--- src/resl_map.vh ---
// constants for the radio event and status logic
`ifndef RESL_MAP_VH
`define RESL_MAP_VH
// -----------------------------------------------------------
// command words
// -----------------------------------------------------------
`define RESL_CMD_BITS 16
`define RESL_DIV_CMD_HI 8'hC0
`define RESL_TXW_CMD_HI 8'hB8
`define RESL_DIV_RESET 16'hC000
`define RESL_DIV_SEL_HI 7
`define RESL_DIV_SEL_LO 5
`define RESL_DIV_ZERO_BIT 4
`define RESL_BAT_HI 3
`define RESL_BAT_LO 0
`define RESL_TX_PREAMBLE 8'hAA
// -----------------------------------------------------------
// status word positions
// -----------------------------------------------------------
`define RESL_ST_TXRDY_FILL 15
`define RESL_ST_POR 14
`define RESL_ST_UNDER_OVF 13
`define RESL_ST_WAKE 12
`define RESL_ST_EXT 11
`define RESL_ST_LOWBAT 10
`define RESL_ST_FIFO_EMPTY 9
// -----------------------------------------------------------
// low supply threshold in tenths of a volt: 2.2 V + code * 0.1 V
// -----------------------------------------------------------
`define RESL_BAT_BASE_DV 6'd22
`define RESL_BAT_STEP_DV 6'd1
// -----------------------------------------------------------
// timing: system clock and mcu clock choices in kHz
// -----------------------------------------------------------
`define RESL_SYS_KHZ 50000
`define RESL_MCU_KHZ_0 1000
`define RESL_MCU_KHZ_1 1250
`define RESL_MCU_KHZ_2 1660
`define RESL_MCU_KHZ_3 2000
`define RESL_MCU_KHZ_4 2500
`define RESL_MCU_KHZ_5 3330
`define RESL_MCU_KHZ_6 5000
`define RESL_MCU_KHZ_7 10000
// mcu clock period in system clocks, 1.66 and 3.33 MHz rounded
`define RESL_MCU_DIV_0 6'd50
`define RESL_MCU_DIV_1 6'd40
`define RESL_MCU_DIV_2 6'd30
`define RESL_MCU_DIV_3 6'd25
`define RESL_MCU_DIV_4 6'd20
`define RESL_MCU_DIV_5 6'd15
`define RESL_MCU_DIV_6 6'd10
`define RESL_MCU_DIV_7 6'd5
`define RESL_RX_FIFO_BITS 5'd16
`endif

--- src/resl_event_status.v ---
// radio event collection, status word, clock divider and transmit holding logic
`timescale 1ns/1ps
// Notes on behaviour
// - mcu clock output divided down; select 000..111 gives 1 to 10 MHz
// - divider command: upper byte C0, bits 7-5 select, bit 4 zero, 3-0 threshold
// - low supply threshold is 2.2 V plus code times 0.1 V
// - status bits 15 to 10 report the event sources, bit 9 reports the fifo empty
// - status bits 8 to 0 report radio quality and frequency offset
// - frequency offset field is reported as two's complement
// - any enabled active event pulls request low and sets its status bit
// - transmit holding empty event while enabled, until written or switched off
// - receive fill event when fifo bit count reaches the level
// - fill event holds until level bits read, receiver or fifo off
// - power-up event on reset or software reset command
// - status read clears power-up and wake timer events
// - underrun set with holding empty, holds until transmitter and latch off
// - overflow past 16 bits; read clears bit, request holds until fifo emptied
// - wake timer event on elapsed interval while enabled
// - external event follows the inverted external pin when selected
// - low supply event latches request; status bit holds while supply low
// - any event starts oscillator and clock output, blocks sleep
// - clock output disabled and radio off: oscillator follows its enable only
// - transmit bytes go into two 8-bit registers, sent once transmitter on
// - registers start at AA; serial output high when ready for next byte

// -----------------------------------------------------------
// byte queue in front of the transmit holding register
// -----------------------------------------------------------
module resl_fifo #(
	parameter WIDTH = 8,
	parameter DEPTH = 8,
	parameter AW = 3
) (
	input wire clk,
	input wire rst,
	input wire inValid,
	output wire inReady,
	input wire [WIDTH-1:0] inData,
	output wire outValid,
	input wire outReady,
	output wire [WIDTH-1:0] outData
);
	reg [WIDTH-1:0] mem [0:DEPTH-1];
	reg [AW-1:0] wrPtr_r;
	reg [AW-1:0] rdPtr_r;
	reg [AW:0] count_r;
	wire push;
	wire pop;

	assign inReady = (count_r != DEPTH[AW:0]);
	assign outValid = (count_r != {(AW+1){1'b0}});
	assign outData = mem[rdPtr_r];
	assign push = inValid & inReady;
	assign pop = outValid & outReady;

	always @(posedge clk) begin
		if (push) begin
			mem[wrPtr_r] <= inData;
		end
		if (rst) begin
			wrPtr_r <= {AW{1'b0}};
			rdPtr_r <= {AW{1'b0}};
			count_r <= {(AW+1){1'b0}};
		end else begin
			if (push) begin
				wrPtr_r <= (wrPtr_r == DEPTH[AW-1:0] - 1'b1) ? {AW{1'b0}} : wrPtr_r + 1'b1;
			end
			if (pop) begin
				rdPtr_r <= (rdPtr_r == DEPTH[AW-1:0] - 1'b1) ? {AW{1'b0}} : rdPtr_r + 1'b1;
			end
			if (push & ~pop) begin
				count_r <= count_r + 1'b1;
			end else if (pop & ~push) begin
				count_r <= count_r - 1'b1;
			end
		end
	end
endmodule // resl_fifo

// -----------------------------------------------------------
// top: event and status logic
// -----------------------------------------------------------
module resl_event_status #(
	parameter FIFO_DEPTH = 8
) (
	input wire clk,
	input wire rst,
	input wire spiSck,
	input wire spiSdi,
	input wire spiSel_n,
	output reg sdo_r,
	output reg interrupt_request_n_r,
	output reg mcuClkOut_r,
	output reg oscRun_r,
	output reg txSerial_r,
	output reg txQueueReady_r,
	output reg [5:0] lowSupplyThresh_r,
	input wire tx_register_enable,
	input wire transmitter_on,
	input wire rx_power_on,
	input wire rx_queue_enable,
	input wire wake_timer_enable,
	input wire battery_monitor_enable,
	input wire osc_enable,
	input wire clock_output_disable,
	input wire extPinSelect,
	input wire [3:0] fifo_level_threshold,
	input wire txBitTick,
	input wire rxBitStrobe,
	input wire rxBitTaken,
	input wire wakeIntervalDone,
	input wire softResetCmd,
	input wire supplyReset,
	input wire [5:0] supplyDecivolts,
	input wire outside_event_pin_n,
	input wire antennaStrong,
	input wire signalStrong,
	input wire data_quality_flag,
	input wire clockLocked,
	input wire afcToggle,
	input wire [3:0] freq_offset_field
);
`include "resl_map.vh"
	// -----------------------------------------------------------
	// pin synchronisers
	// -----------------------------------------------------------
	reg [1:0] sckSync_r;
	reg [1:0] sdiSync_r;
	reg [1:0] selSync_r;
	reg [1:0] extSync_r;
	reg sckLast_r;
	reg selLast_r;
	always @(posedge clk) begin
		sckSync_r <= {sckSync_r[0], spiSck};
		sdiSync_r <= {sdiSync_r[0], spiSdi};
		selSync_r <= {selSync_r[0], spiSel_n};
		extSync_r <= {extSync_r[0], outside_event_pin_n};
		sckLast_r <= sckSync_r[1];
		selLast_r <= selSync_r[1];
	end
	wire sckRise = sckSync_r[1] & ~sckLast_r;
	wire sckFall = ~sckSync_r[1] & sckLast_r;
	wire selStart = ~selSync_r[1] & selLast_r;
	wire selEnd = selSync_r[1] & ~selLast_r;
	wire selected = ~selSync_r[1];

	// -----------------------------------------------------------
	// serial command link
	// -----------------------------------------------------------
	reg [15:0] cmdShift_r;
	reg [4:0] bitCnt_r;
	reg [15:0] statusSnap_r;
	reg statusRead_r;
	reg [15:0] clkDivBat_r;
	wire [15:0] statusWord;
	wire frameDone = selEnd & (bitCnt_r == 5'd16);
	wire divCmd = frameDone & (cmdShift_r[15:8] == `RESL_DIV_CMD_HI)
		& ~cmdShift_r[`RESL_DIV_ZERO_BIT];
	wire txWrCmd = frameDone & (cmdShift_r[15:8] == `RESL_TXW_CMD_HI);
	wire readDone = selEnd & statusRead_r;
	always @(posedge clk) begin
		if (rst) begin
			cmdShift_r <= 16'h0000;
			bitCnt_r <= 5'd0;
			statusSnap_r <= 16'h0000;
			statusRead_r <= 1'b0;
			clkDivBat_r <= `RESL_DIV_RESET;
		end else begin
			if (selStart) begin
				bitCnt_r <= 5'd0;
				statusRead_r <= 1'b0;
				statusSnap_r <= statusWord;
			end else if (selected & sckRise) begin
				cmdShift_r <= {cmdShift_r[14:0], sdiSync_r[1]};
				if (bitCnt_r != 5'd16) begin
					bitCnt_r <= bitCnt_r + 5'd1;
				end
				if (bitCnt_r == 5'd0) begin
					statusRead_r <= ~sdiSync_r[1];
				end
			end else if (selected & sckFall) begin
				statusSnap_r <= {statusSnap_r[14:0], 1'b0};
			end
			if (divCmd) begin
				clkDivBat_r <= cmdShift_r;
			end
		end
	end
	wire [2:0] divSel = clkDivBat_r[`RESL_DIV_SEL_HI:`RESL_DIV_SEL_LO];
	wire [3:0] batCode = clkDivBat_r[`RESL_BAT_HI:`RESL_BAT_LO];

	// -----------------------------------------------------------
	// transmit queue and holding registers
	// -----------------------------------------------------------
	wire qInReady;
	wire qOutValid;
	wire [7:0] qOutData;
	reg [7:0] txShift_r;
	reg [7:0] txHold_r;
	reg holdFull_r;
	reg [2:0] txBit_r;
	reg txHoldEmpty_r;
	reg txUnderrun_r;
	wire txActive = tx_register_enable & transmitter_on;
	resl_fifo #(
		.WIDTH(8),
		.DEPTH(FIFO_DEPTH),
		.AW(3)
	) u_txq (
		.clk(clk),
		.rst(rst),
		.inValid(txWrCmd & tx_register_enable),
		.inReady(qInReady),
		.inData(cmdShift_r[7:0]),
		.outValid(qOutValid),
		.outReady(~holdFull_r),
		.outData(qOutData)
	);
	wire byteDone = txActive & txBitTick & (txBit_r == 3'd7);
	always @(posedge clk) begin
		if (rst | ~transmitter_on) begin
			txShift_r <= `RESL_TX_PREAMBLE;
			txHold_r <= `RESL_TX_PREAMBLE;
			holdFull_r <= 1'b1;
			txBit_r <= 3'd0;
		end else begin
			if (txActive & txBitTick) begin
				txBit_r <= txBit_r + 3'd1;
				txShift_r <= {txShift_r[6:0], 1'b0};
			end
			if (byteDone) begin
				txShift_r <= txHold_r;
			end
			if (byteDone & ~(qOutValid & ~holdFull_r)) begin
				holdFull_r <= 1'b0;
			end else if (qOutValid & ~holdFull_r) begin
				txHold_r <= qOutData;
				holdFull_r <= 1'b1;
			end
		end
	end
	always @(posedge clk) begin
		if (rst) begin
			txHoldEmpty_r <= 1'b0;
			txUnderrun_r <= 1'b0;
		end else begin
			txHoldEmpty_r <= txActive & ~holdFull_r;
			if (byteDone & ~holdFull_r & ~qOutValid) begin
				txUnderrun_r <= 1'b1;
			end else if (~tx_register_enable & ~transmitter_on) begin
				txUnderrun_r <= 1'b0;
			end
		end
	end

	// -----------------------------------------------------------
	// receive fifo level tracking
	// -----------------------------------------------------------
	reg [4:0] rxCount_r;
	reg [4:0] rxReadSince_r;
	reg rxFill_r;
	reg rxOverflow_r;
	reg statusOvfBit_r;
	wire rxOn = rx_queue_enable & rx_power_on;
	wire rxFull = (rxCount_r == `RESL_RX_FIFO_BITS);
	wire rxIn = rxOn & rxBitStrobe & ~rxFull;
	wire rxOut = rxOn & rxBitTaken & (rxCount_r != 5'd0);
	always @(posedge clk) begin
		if (rst | ~rxOn) begin
			rxCount_r <= 5'd0;
			rxReadSince_r <= 5'd0;
			rxFill_r <= 1'b0;
			rxOverflow_r <= 1'b0;
		end else begin
			if (rxIn & ~rxOut) begin
				rxCount_r <= rxCount_r + 5'd1;
			end else if (rxOut & ~rxIn) begin
				rxCount_r <= rxCount_r - 5'd1;
			end
			if (~rxFill_r) begin
				rxReadSince_r <= 5'd0;
				if (rxCount_r >= {1'b0, fifo_level_threshold}) begin
					rxFill_r <= 1'b1;
				end
			end else begin
				if (rxOut) begin
					rxReadSince_r <= rxReadSince_r + 5'd1;
				end
				if (rxOverflow_r | ~statusOvfBit_r) begin
					if (rxOverflow_r & rxOut & (rxCount_r == 5'd1)) begin
						rxFill_r <= 1'b0;
					end
				end
				if (~rxOverflow_r & rxOut
					& (rxReadSince_r + 5'd1 >= {1'b0, fifo_level_threshold})) begin
					rxFill_r <= 1'b0;
				end
			end
			if (rxBitStrobe & rxFull) begin
				rxOverflow_r <= 1'b1;
				rxFill_r <= 1'b1;
			end else if (rxOverflow_r & (rxCount_r == 5'd0)) begin
				rxOverflow_r <= 1'b0;
			end
		end
	end
	// overflow status bit clears on read, the fill request stays
	always @(posedge clk) begin
		if (rst | ~rxOn) begin
			statusOvfBit_r <= 1'b0;
		end else if (rxBitStrobe & rxFull) begin
			statusOvfBit_r <= 1'b1;
		end else if (readDone) begin
			statusOvfBit_r <= 1'b0;
		end
	end

	// -----------------------------------------------------------
	// latched and level events
	// -----------------------------------------------------------
	reg porEvent_r;
	reg wakeEvent_r;
	reg lowIrq_r;
	reg lowLevel_r;
	wire lowNow = battery_monitor_enable
		& (supplyDecivolts < `RESL_BAT_BASE_DV + {2'b00, batCode} * `RESL_BAT_STEP_DV);
	wire extEvent = extPinSelect & ~extSync_r[1];
	always @(posedge clk) begin
		if (rst) begin
			porEvent_r <= 1'b1;
			wakeEvent_r <= 1'b0;
			lowIrq_r <= 1'b0;
			lowLevel_r <= 1'b0;
			lowSupplyThresh_r <= `RESL_BAT_BASE_DV;
		end else begin
			lowLevel_r <= lowNow;
			lowSupplyThresh_r <= `RESL_BAT_BASE_DV + {2'b00, batCode};
			if (supplyReset | softResetCmd) begin
				porEvent_r <= 1'b1;
			end else if (readDone) begin
				porEvent_r <= 1'b0;
			end
			if (wake_timer_enable & wakeIntervalDone) begin
				wakeEvent_r <= 1'b1;
			end else if (readDone | ~wake_timer_enable) begin
				wakeEvent_r <= 1'b0;
			end
			if (lowNow & ~lowLevel_r) begin
				lowIrq_r <= 1'b1;
			end else if (readDone | ~battery_monitor_enable) begin
				lowIrq_r <= 1'b0;
			end
		end
	end

	// -----------------------------------------------------------
	// status word and request pin
	// -----------------------------------------------------------
	assign statusWord = {
		txHoldEmpty_r | rxFill_r,
		porEvent_r,
		txUnderrun_r | statusOvfBit_r,
		wakeEvent_r,
		extEvent,
		lowIrq_r | lowLevel_r,
		rxOn & (rxCount_r == 5'd0),
		antennaStrong,
		signalStrong,
		data_quality_flag,
		clockLocked,
		afcToggle,
		freq_offset_field
	};
	wire anyEvent = txHoldEmpty_r | rxFill_r | porEvent_r | txUnderrun_r
		| wakeEvent_r | extEvent | lowIrq_r;
	always @(posedge clk) begin
		if (rst) begin
			interrupt_request_n_r <= 1'b1;
			sdo_r <= 1'b0;
			txSerial_r <= 1'b0;
			txQueueReady_r <= 1'b0;
		end else begin
			interrupt_request_n_r <= ~anyEvent;
			txSerial_r <= txActive & txShift_r[7];
			txQueueReady_r <= qInReady & tx_register_enable;
			if (selected) begin
				sdo_r <= (statusRead_r | (bitCnt_r == 5'd0)) ? statusSnap_r[15] : 1'b0;
			end else begin
				sdo_r <= txActive & ~holdFull_r;
			end
		end
	end

	// -----------------------------------------------------------
	// oscillator control and mcu clock divider
	// -----------------------------------------------------------
	reg [5:0] divCnt_r;
	reg [5:0] divPeriod;
	always @* begin
		case (divSel)
			3'd0: divPeriod = `RESL_MCU_DIV_0;
			3'd1: divPeriod = `RESL_MCU_DIV_1;
			3'd2: divPeriod = `RESL_MCU_DIV_2;
			3'd3: divPeriod = `RESL_MCU_DIV_3;
			3'd4: divPeriod = `RESL_MCU_DIV_4;
			3'd5: divPeriod = `RESL_MCU_DIV_5;
			3'd6: divPeriod = `RESL_MCU_DIV_6;
			3'd7: divPeriod = `RESL_MCU_DIV_7;
			default: divPeriod = `RESL_MCU_DIV_0;
		endcase
	end
	wire oscOnlyEnable = clock_output_disable & ~rx_power_on & ~transmitter_on;
	always @(posedge clk) begin
		if (rst) begin
			oscRun_r <= 1'b1;
			divCnt_r <= 6'd0;
			mcuClkOut_r <= 1'b0;
		end else begin
			if (oscOnlyEnable) begin
				oscRun_r <= osc_enable;
			end else begin
				oscRun_r <= osc_enable | anyEvent;
			end
			if (~oscRun_r | clock_output_disable | (divCnt_r >= divPeriod - 6'd1)) begin
				divCnt_r <= 6'd0;
			end else begin
				divCnt_r <= divCnt_r + 6'd1;
			end
			mcuClkOut_r <= oscRun_r & ~clock_output_disable
				& (divCnt_r < {1'b0, divPeriod[5:1]});
		end
	end
endmodule // resl_event_status

--- config.mk ---
export PLATFORM = sky130hd
export DESIGN_NAME = resl_event_status
export DESIGN_NICKNAME = d
export VERILOG_FILES = /design/src/resl_event_status.v
export VERILOG_INCLUDE_DIRS = /design/src /design/src/src
export SDC_FILE = /design/constraint.sdc
export NUM_CORES = 1
export LEC_CHECK = 0
export BUFFER_PORTS_ARGS = -buffer_cell sky130_fd_sc_hd__buf_4
export CAP_MARGIN = 20
export CORE_ASPECT_RATIO = 1.4
export CORE_UTILIZATION = 35
export DETAILED_ROUTE_END_ITERATION = 16
export GPL_TIMING_DRIVEN = 0
export PLACE_DENSITY = 0.59
export REMOVE_ABC_BUFFERS = 1
export SYNTH_ARGS = -nofsm -noshare
export SYNTH_HDL_FRONTEND = slang
export SYNTH_SLANG_ARGS = --single-unit
--- constraint.sdc ---
create_clock -name clk -period 4.1 [get_ports clk]
set_clock_uncertainty 0.15 [all_clocks]
set_input_delay 0.41 -clock clk [delete_from_list [all_inputs] [get_ports clk]]
set_output_delay 0.41 -clock clk [all_outputs]
set_load 0.05 [all_outputs]
# After elaboration in Yosys (flattened, before gate mapping)
# Memories as Yosys holds them, arrays and structs flattened. A register that Yosys moved wholly into a read port is not among the register bits.
# Index checks and enable logic that the tools add are counted.
[totals]
ff_bits = 115
ramBits = 64
rom_bits = 48
inputBits = 40
out_inout_bits = 12
word_cells = 220
n_memories = 2
[classes]
add_sub_neg = 12
n_lt_le_gt_ge = 5
n_eq_ne = 11
n_mux = 36
n_bitwise = 95
n_reduce_logical = 23
[mem_list]
columns = ["name", "depth", "word_bits", "rd", "rd_clocked_by_memory_dff", "write_ports", "line_no", "text"]
rows = [
  ["u_txq.mem", 8, 8, 1, 1, 1, "resl_event_status.v:43", "reg [WIDTH-1:0] mem [0:DEPTH-1];"],
  ["(no name shown)", 8, 6, 1, 1, 0, "resl_event_status.v:400", "case (divSel)"],
]
[op_table]
columns = ["operator", "n"]
rows = [
  ["1-bit bitwise AND", 48],
  ["16-bit two-way mux", 3],
  ["1-bit NOT", 29],
  ["1-bit two-way mux", 23],
  ["2-bit nonzero test", 10],
  ["1-bit bitwise OR", 18],
  ["8-bit equality test, second input constant", 2],
  ["8-bit two-way mux", 2],
  ["5-bit by 1-bit adder with 5-bit output, second input constant", 3],
  ["3-bit two-way mux", 4],
  ["5-bit equality test, second input constant", 2],
  ["5-bit by 4-bit greater-or-equal comparator with 1-bit output", 2],
  ["5-bit zero test", 2],
  ["5-bit two-way mux", 2],
  ["2-bit AND reduction", 5],
  ["3-bit by 1-bit adder with 3-bit output, second input constant", 3],
  ["3-bit equality test, second input constant", 3],
  ["4-bit two-way mux", 2],
  ["2-bit OR reduction", 4],
  ["5-bit by 4-bit adder with 6-bit output, first input constant", 1],
  ["6-bit by 1-bit adder with 6-bit output, second input constant", 1],
  ["6-bit greater-or-equal comparator", 1],
  ["6-bit by 5-bit < comparator with 1-bit output", 1],
  ["6-bit < comparator", 1],
  ["other kinds (10)", 10],
]

# Longest topological paths before layout
# Gate-level depths: netlist (run 1).
[depth]
depth_word = 10
ltp_mapped = 13
depth_no_buf = 13

# Hierarchy
# From an unflattened synthesis (run 1), not the netlist that was laid out.
[hier_totals]
hier_cells = 752
hier_area_um2 = 8403.1
[modules_own_cells]
columns = ["mod", "n_inst", "cells_each", "area_per_inst_um2", "seq_area_each_um2"]
rows = [
  ["resl_event_status", 1, 584, 5272.6, 2362.3],
  ["resl_fifo", 1, 168, 3130.5, 2182.1],
]

# Least setup slack after synthesis (run 1)
# OpenSTA, ideal clock, no wires.
[synth_timing]
path_type = "reg2reg"
startpoint = "register bitCnt_r[0]"
endpoint = "register u_txq.count_r[3]"
setup_ns = 0.070
arrival_time_ns = 2.607
t_required_ns = 3.880
setup_slack_ns = 1.272
path_stages_with_launch = 14
path_buffers = 0
synth_period_minus_slack_ns = 2.828
cell_sequence = "dfxtp_1 -> inv_1 -> ha_1 -> and4bb_2 -> nand3_2 -> nor3_4 -> ha_1 -> inv_1 -> ha_1 -> a21o_1 -> a21oi_1 -> xnor2_1 -> or3_1 -> a21oi_1"
[synth_between]
elab_chain_cells = 8
elab_cells_between_ends = 10
cone_classes = "1 x eq/ne; 1 x mux; 7 x bitwise; 1 x reduce/logical"
[synth_lines]
columns = ["element", "line_no", "text"]
rows = [
  ["start: declaration", "resl_event_status.v:151", "reg [4:0] bitCnt_r;"],
  ["start signal: assignment", "resl_event_status.v:176", "bitCnt_r <= bitCnt_r + 5'd1;"],
  ["5-bit equality test (*)", "resl_event_status.v:156", "wire frameDone = selEnd & (bitCnt_r == 5'd16);"],
  ["1-bit bitwise AND (*)", "resl_event_status.v:156", ""],
  ["1-bit bitwise AND (*)", "resl_event_status.v:159", "wire txWrCmd = frameDone & (cmdShift_r[15:8] == `RESL_TXW_CMD_HI);"],
  ["1-bit bitwise AND (*)", "resl_event_status.v:212", ".inValid(txWrCmd & tx_register_enable),"],
  ["1-bit bitwise AND (*)", "resl_event_status.v:53", "assign push = inValid & inReady;"],
  ["via u_txq.push", "resl_event_status.v:47", "wire push;"],
  ["1-bit NOT", "resl_event_status.v:73", "end else if (pop & ~push) begin"],
  ["1-bit bitwise AND", "resl_event_status.v:73", ""],
  ["2-bit nonzero test (no source line)", "-", ""],
  ["end signal: assignment", "resl_event_status.v:63", "count_r <= {(AW+1){1'b0}};"],
  ["end signal: assignment", "resl_event_status.v:72", "count_r <= count_r + 1'b1;"],
  ["end signal: assignment", "resl_event_status.v:74", "count_r <= count_r - 1'b1;"],
  ["end: declaration", "resl_event_status.v:46", "reg [AW:0] count_r;"],
]
# Mark *: on every way through the listed nets, which the timed path passes. The rest lies on a longest branch.
# A chain may end at the register's enable or synchronous reset.

# Final worst setup path (run 1)
[layout_timing]
startpoint = "register u_txq.count_r[0]"
endpoint = "register u_txq.count_r[3]"
[layout_between]
elab_chain_cells = 5
elab_cells_between_ends = 13
cone_classes = "2 x add/sub; 1 x eq/ne; 2 x mux; 6 x bitwise; 2 x reduce/logical"
[layout_lines]
columns = ["element"]
rows = [
  ["branches (longest 5 deep; another with 4-bit by 1-bit subtractor with 4-bit output)"],
]
# Parallel ways; which one is timed is not known. The select of a mux whose other input is x is not followed.

==> results.json, run 1 <==
{
  "worstPathRequired_ps": 4300,
  "drive_gt1_frac": 0.145,
  "grt_pass1_vias": 5404,
  "grtUsageTotal": 0.142,
  "port_buffers": 51,
  "yosys.area_share.simple": 0.152,
  "clk_path_buf_depth": 2,
  "syn-mean-instance-area_sq_um": 11.2,
  "clock_latency_ps": 430,
  "hold_violations": 0,
  "grt_start_max_net_pins": 75,
  "crit_family": "simple AND/OR/NAND/NOR gates",
  "htree_levels": 4,
  "antenna_found_initial": 0,
  "fmax_ghz": 0.296,
  "fillCellCount": 2250,
  "r2r_start": "u_txq.count_r[0]",
  "rsz0062_at_grt": "false",
  "wl_met3_microns": 380,
  "period_share": 0.823,
  "setup_violations": 0,
  "wl_met2_microns": 8260,
  "post-route-min-period_ps": 3370,
  "synth-seq-cells": 192,
  "r2r-end": "u_txq.count_r[3]",
  "area_growth_pct": 15.9,
  "rows": 66,
  "crit_fanout": 15,
  "min_path_type": "input port to register",
  "clk_pin_slew_ps": 60,
  "synth_cell_types": 65,
  "overflow": 0,
  "yosys.area.top_type": "dfxtp_1",
  "synth_top_area_share": 0.310,
  "crit_chain": "nor4_1 > nor2_1 > inv_1 > ha_1 > inv_1 > ha_1 > a21o_1 > a21oi_1 > xnor2_1 > or3_1 > a21oi_1",
  "antennaDiodeCount": 0,
  "tightest_slew_ps": 944,
  "num_vias": 5508,
  "slew_viol_final": 0,
  "dieArea_sq_um": 24300,
  "highest_layer": "met4",
  "r2r_cells": 11,
  "ir_worst_vdd_uv": 252,
  "die_x_microns": 132,
  "wl_met1_microns": 7240,
  "synth.area.top_cells": "dfxtp_1 31%, edfxtp_1 23%, ha_1 7.4%",
  "cp.depth": 11,
  "setup.worst_path.end": "u_txq.count_r[3]",
  "start_kind": "register",
  "post-cts-setup-buffers": 0,
  "cpPeakStageDelay_ps": 670,
  "worst_setup_path_end_kind": "register",
  "place_congestion": 0.769,
  "max_cap_viol_count": 0,
  "critPathArrivalTime_ps": 3580,
  "avgRoutedWirePerCell_microns": 14.8,
  "synthAdderAreaFrac": 0.0765,
  "synth-edff-count": 64,
  "tns_ps": 0,
  "grt_pass1_wl_microns": 26800,
  "critPathKind": "register to register",
  "synth_xor_xnor_area_share": 0.0265,
  "dpl.hpwl_microns": 11100,
  "status": "finished, final reports clean",
  "cts_tree": "built",
  "detail_route.vias_per_cell": 4.98,
  "drtAntennaViolNets": 0,
  "drcViolationCount": 0,
  "final_common_cell": "dfxtp_1",
  "start_util": 0.357,
  "cp_slowest_cell": "nor2_1",
  "synthArstFlopShare": 0,
  "num-nets-final": 879,
  "ys.flop_type": "dfxtp_1",
  "r2r_slack_ps": 730,
  "powerDensity_nw_per_um2": 396,
  "synth_compound_area_frac": 0.0945,
  "slew_headroom": 0.368,
  "syn_area_sq_um": 8280,
  "ys_seq_area_frac": 0.542,
  "pin_count": 52,
  "syn_inst": 740,
  "yosys_warnings": 0,
  "fp.coreArea_sq_um": 23200,
  "startpoint": "u_txq.count_r[0]",
  "p_leak_nw": 3.54,
  "clockRootBuffer": "clkbuf_16",
  "final_cell_mix": "128 x dfxtp_1, 73 x nand2_1, 71 x nor2_1, 64 x edfxtp_1, 56 x a21oi_1",
  "setup_slack_ps": 725,
  "wl_microns": 16400,
  "cts_sinks": 192,
  "drt-initial-drc-count": 279,
  "post-place-ws_ps": 736,
  "synth_top_family_by_area": "simple AND/OR/NAND/NOR gates",
  "cts_made_buffers": 17,
  "die_h_microns": 184,
  "critPathBufInv": 2,
  "synth_mux_area_frac": 0.0807,
  "first_pass_iters": 5
}
[synthesized netlist by cell type (10+ instances only)]
| library cell | n |
|---|---|
| nand3_1 | 11 |
| o21ai_0 | 18 |
| xor2_1 | 10 |
| mux4_2 | 16 |
| nor3_1 | 16 |
| xnor2_1 | 15 |
| inv_1 | 28 |
| clkbuf_1 | 20 |
| a211oi_1 | 15 |
| edfxtp_1 | 64 |
| mux2i_1 | 27 |
| nand2b_1 | 16 |
| nor2_1 | 71 |
| ha_1 | 49 |
| a21oi_1 | 56 |
| dfxtp_1 | 128 |
| nor2b_1 | 16 |
| nand2_1 | 73 |
[layout make-up]
| type | instances | area, sq um | share of cell area |
|---|---|---|---|
| Sequential cell | 192 | 4480 | 0.467 |
| Timing Repair Buffer | 59 | 478 | 0.0498 |
| Tap cell | 306 | 383 | 0.0399 |
| Clock buffer | 20 | 437 | 0.0455 |
| Inverter | 29 | 109 | 0.0113 |
| Multi-Input combinational cell | 490 | 3570 | 0.372 |
| Clock inverter | 11 | 140 | 0.0146 |
[metal layers]
layer / global-route usage / vias up
met5: 0 / -
met4: 0.0707 / 0
met3: 0.0295 / 28
met2: 0.250 / 73
met1: 0.163 / 2661
li1: - / 2746
[report_power, final]
part | total [mW] | switching (mW) | internal (mW)
clock network | 1.66 | 0.703 | 0.952
registers | 1.99 | 0.0172 | 1.98
logic | 0.156 | 0.0840 | 0.0725
[cell families after synthesis]
logic type	Yosys count
adder cells (fa/ha/maj)	50
flip-flops	192
buffers and inverters	58
AND/OR/NAND/NOR	246
multiplexers	45
XOR/XNOR	25
AO/OA/AOI/OAI	124
[registers in the layout (all words and copies together) (netlist names), 3 cells and up]
register and flops:
bitCnt_r 5, clkDivBat_r 7, cmdShift_r 16, divCnt_r 6, divPeriod 6, lowSupplyThresh_r 6, rxCount_r 5, rxReadSince_r 5
statusSnap_r 16, txBit_r 3, txHold_r 8, txShift_r 8, u_txq.count_r 4, u_txq.mem 64, u_txq.rdPtr_r 3, u_txq.wrPtr_r 3
[stage by stage]
stage | utilization | instance area (sq um) | cells | total power, mW | hold slack (ps)
global placement | 0.384 | 8920 | 1068 | 2.19 | 160
global route | 0.414 | 9600 | 1107 | 3.94 | 7.28
CTS | 0.413 | 9590 | 1106 | 3.84 | 1.29
detailed placement | 0.386 | 8950 | 1069 | 2.19 | 162
finish | 0.414 | 9600 | 1107 | 3.80 | 17.9
floorplan | - | 8150 | 711 | 2.12 | 160
[how the worst min path moves through the flow]
stage                       startpoint           end  slack (ps)  cells after the start
after detailed placement  sckSync_r[0]  sckSync_r[1]         160                      0
after global routing       supplyReset    porEvent_r           7                      2
final                      supplyReset    porEvent_r          20                      2
after CTS                  supplyReset    porEvent_r           1                      2
after floorplan           extSync_r[0]  extSync_r[1]         160                      0
after global placement    sckSync_r[0]  sckSync_r[1]         160                      0
[timing repair]
action                    CTS  global route
hold buffers                6             0
hold endpoints to repair    6             0
gates resized for setup     0             0
No activity file was read; power rests on OpenSTA's default activity.
==> run 2: changes to the inputs <==
--- a/config.mk
+++ b/config.mk
@@ -6,6 +6,7 @@
 export SDC_FILE = /design/constraint.sdc
 export NUM_CORES = 1
 export LEC_CHECK = 0
+export ABC_AREA = 1
 export BUFFER_PORTS_ARGS = -buffer_cell sky130_fd_sc_hd__buf_4
 export CAP_MARGIN = 20
 export CORE_ASPECT_RATIO = 1.4
==> constraint.sdc (replaced) <==
create_clock -name clk -period 3.5 [get_ports clk]
set_clock_uncertainty 0.15 [all_clocks]
set_input_delay 0.35 -clock clk [delete_from_list [all_inputs] [get_ports clk]]
set_output_delay 0.35 -clock clk [all_outputs]
set_load 0.05 [all_outputs]
==> run 2 against run 1 <==
Against the previous run:
- register-to-register slack got worse by 120 ps
- wire length is 7.5% higher
- combinational power grew 37%
- worst setup slack got worse by 120 ps
- first-iteration DRC count fell by 31%
- synthesized area up 3.3%
- sequential power is 19% higher
- utilization about the same
- cell count is 20% higher
- global-route usage up 0.46 points
- design area increased by 3.3%
- largest cell class unchanged
==> results.json, run 2 <==
{
  "synth_top_area_share": 0.300,
  "die_x_microns": 134,
  "overflow": 0,
  "syn_area_sq_um": 8550,
  "detail_route.vias_per_cell": 4.76,
  "rows": 67,
  "power_frac_seq": 0.521,
  "num-nets-final": 1093,
  "tns_ps": 0,
  "crit_fanout": 13,
  "yosys_warnings": 0,
  "drcViolationCount": 0,
  "fmax_ghz": 0.345,
  "drtAntennaViolNets": 0,
  "wl_met1_microns": 7370,
  "pwr-share-clk": 0.432,
  "final_cell_mix": "146 x nand2_1, 132 x nor2_1, 128 x dfxtp_1, 102 x inv_1, 83 x o21ai_0",
  "final_common_cell": "nand2_1",
  "r2r_cells": 11,
  "grt_pass1_vias": 6049,
  "synthArstFlopShare": 0,
  "worst_setup_path_end_kind": "register",
  "final_cells": 1326,
  "clk_pin_slew_ps": 70,
  "grtUsageTotal": 0.147,
  "yosys.area.top_type": "dfxtp_1",
  "period_share": 0.827,
  "synth.area.top_cells": "dfxtp_1 30%, edfxtp_1 22%, ha_1 7.2%",
  "antenna_found_initial": 0,
  "p_sw_mw": 1.11,
  "clock_latency_ps": 430,
  "r2r-end": "u_txq.count_r[3]",
  "startpoint": "u_txq.count_r[0]",
  "holdBufCountCts": 9,
  "start_kind": "register",
  "drive_gt1_frac": 0.110,
  "die_h_microns": 187,
  "critPathKind": "register to register",
  "powerDensity_nw_per_um2": 456,
  "area_growth_pct": 15.9,
  "post-route-min-period_ps": 2890,
  "synth_cell_types": 47,
  "highest_layer": "met4",
  "num_vias": 6316,
  "synth-seq-cells": 192,
  "cts_resized": 0,
  "dpl.hpwl_microns": 12500,
  "cts_tree": "built",
  "synth-edff-count": 64,
  "post-cts-setup-buffers": 0,
  "ir_worst_vdd_uv": 339,
  "syn_inst": 953,
  "synth.most_common_cell": "nand2_1",
  "status": "finished, final reports clean",
  "min_path_type": "input port to register",
  "cts_made_buffers": 17,
  "p_leak_nw": 4.14,
  "start_util": 0.357,
  "max_cap_viol_count": 0,
  "r2r_start": "u_txq.count_r[0]",
  "pin_count": 52,
  "syn-mean-instance-area_sq_um": 8.97,
  "slew_viol_final": 0,
  "htree_levels": 4,
  "grt_pass1_wl_microns": 28900,
  "synth_top_cells_by_count": "146 x nand2_1, 132 x nor2_1, 128 x dfxtp_1",
  "p_comb_frac": 0.047,
  "avgRoutedWirePerCell_microns": 13.3,
  "intPower_mw": 3.42,
  "place_congestion": 0.794,
  "clockRootBuffer": "clkbuf_16",
  "first_pass_iters": 4,
  "rsz0062_at_grt": "false",
  "dieArea_sq_um": 25100,
  "grt_start_max_net_pins": 39,
  "setup.worst_path.end": "u_txq.count_r[3]",
  "critPathArrivalTime_ps": 3100,
  "setup_violations": 0,
  "slew_headroom": 0.350,
  "ys.flop_type": "dfxtp_1",
  "clk_path_buf_depth": 2,
  "port_buffers": 51,
  "placed_cells": 1284,
  "ys_seq_area_frac": 0.525,
  "hold_violations": 0,
  "fp.coreArea_sq_um": 24000,
  "wl_met2_microns": 9550,
  "drt-initial-drc-count": 192,
  "largest_reg_flops": 64,
  "switching_share": 0.245,
  "wl_met3_microns": 353,
  "r2r_slack_ps": 610,
  "worstPathRequired_ps": 3710,
  "tightest_slew_ps": 974,
  "antennaDiodeCount": 0,
  "wl_microns": 17600,
  "top_regs": "u_txq.mem: 64 flops, cmdShift_r: 16 flops, statusSnap_r: 16 flops",
  "cts_sinks": 192,
  "top_register": "u_txq.mem"
}
==> run 2: logic make-up after synthesis <==
kind of cell             after synthesis  synth area share
flip-flops                           192             0.525
AO/OA/AOI/OAI                        195             0.130
AND/OR/NAND/NOR                      360             0.187
XOR/XNOR                              19            0.0195
adder cells (fa/ha/maj)               50            0.0741
buffers and inverters                137            0.0647
==> run 2: layout make-up <==
| class | instances | area, sq um |
|---|---|---|
| Fill cell | 2447 | 14100 |
| Clock buffer | 18 | 450 |
| Tap cell | 310 | 388 |
| Inverter | 107 | 418 |
| Clock inverter | 14 | 159 |
| Multi-Input combinational cell | 624 | 3510 |
| Timing Repair Buffer | 61 | 500 |
| Sequential cell | 192 | 4480 |
==> run 2: how the worst min path moves through the flow <==
stage | from | depth (start not counted) | end | slack [ps]
3_3_place_gp | extSync_r[0] | 0 | extSync_r[1] | 160
5_1_grt | freq_offset_field[0] | 3 | statusSnap_r[0] | 30
3_5_place_dp | sdiSync_r[0] | 0 | sdiSync_r[1] | 160
6_report | freq_offset_field[0] | 3 | statusSnap_r[0] | 30
2_1_floorplan | extSync_r[0] | 0 | extSync_r[1] | 160
4_1_cts | freq_offset_field[0] | 3 | statusSnap_r[0] | 10
==> run 2: layer usage <==
metal | vias up | global-route usage
met3 | 20 | 0.0257
met5 | - | 0
met2 | 73 | 0.280
met1 | 2926 | 0.157
li1 | 3297 | -
met4 | 0 | 0.0532
==> run 2: stage by stage <==
step / utilization / hold WS (ps) / area, sq um / power, mW / worst slack, ps
after floorplan: - / 160 / 8410 / 2.52 / 1060
after global placement: 0.383 / 162 / 9180 / 2.61 / 586
after detailed placement: 0.383 / 164 / 9180 / 2.61 / 550
after CTS: 0.412 / 12.0 / 9880 / 4.59 / 530
after global routing: 0.413 / 30.9 / 9910 / 4.70 / 236
final: 0.413 / 33.7 / 9910 / 4.52 / 605
==> run 2: critical path, stage by stage (launching register included) <==
cell     delay [ps]
dfxtp_1         360
nor2_1          170
nand2_1          90
o21ai_1         720
ha_1            320
inv_1            90
ha_1            320
a21oi_1         120
and2_1          140
xor2_1          150
nand2_1          70
a21oi_1         110
==> run 2: power by group through the flow <==
| stage | clock (mW) | sequential (mW) | combinational [mW] |
|---|---|---|---|
| after global routing | 2.10 | 2.36 | 0.240 |
| after detailed placement | 0 | 2.41 | 0.208 |
| final | 1.95 | 2.36 | 0.214 |
| after floorplan | 0 | 2.41 | 0.115 |
| after CTS | 2.02 | 2.36 | 0.215 |
| after global placement | 0 | 2.41 | 0.204 |
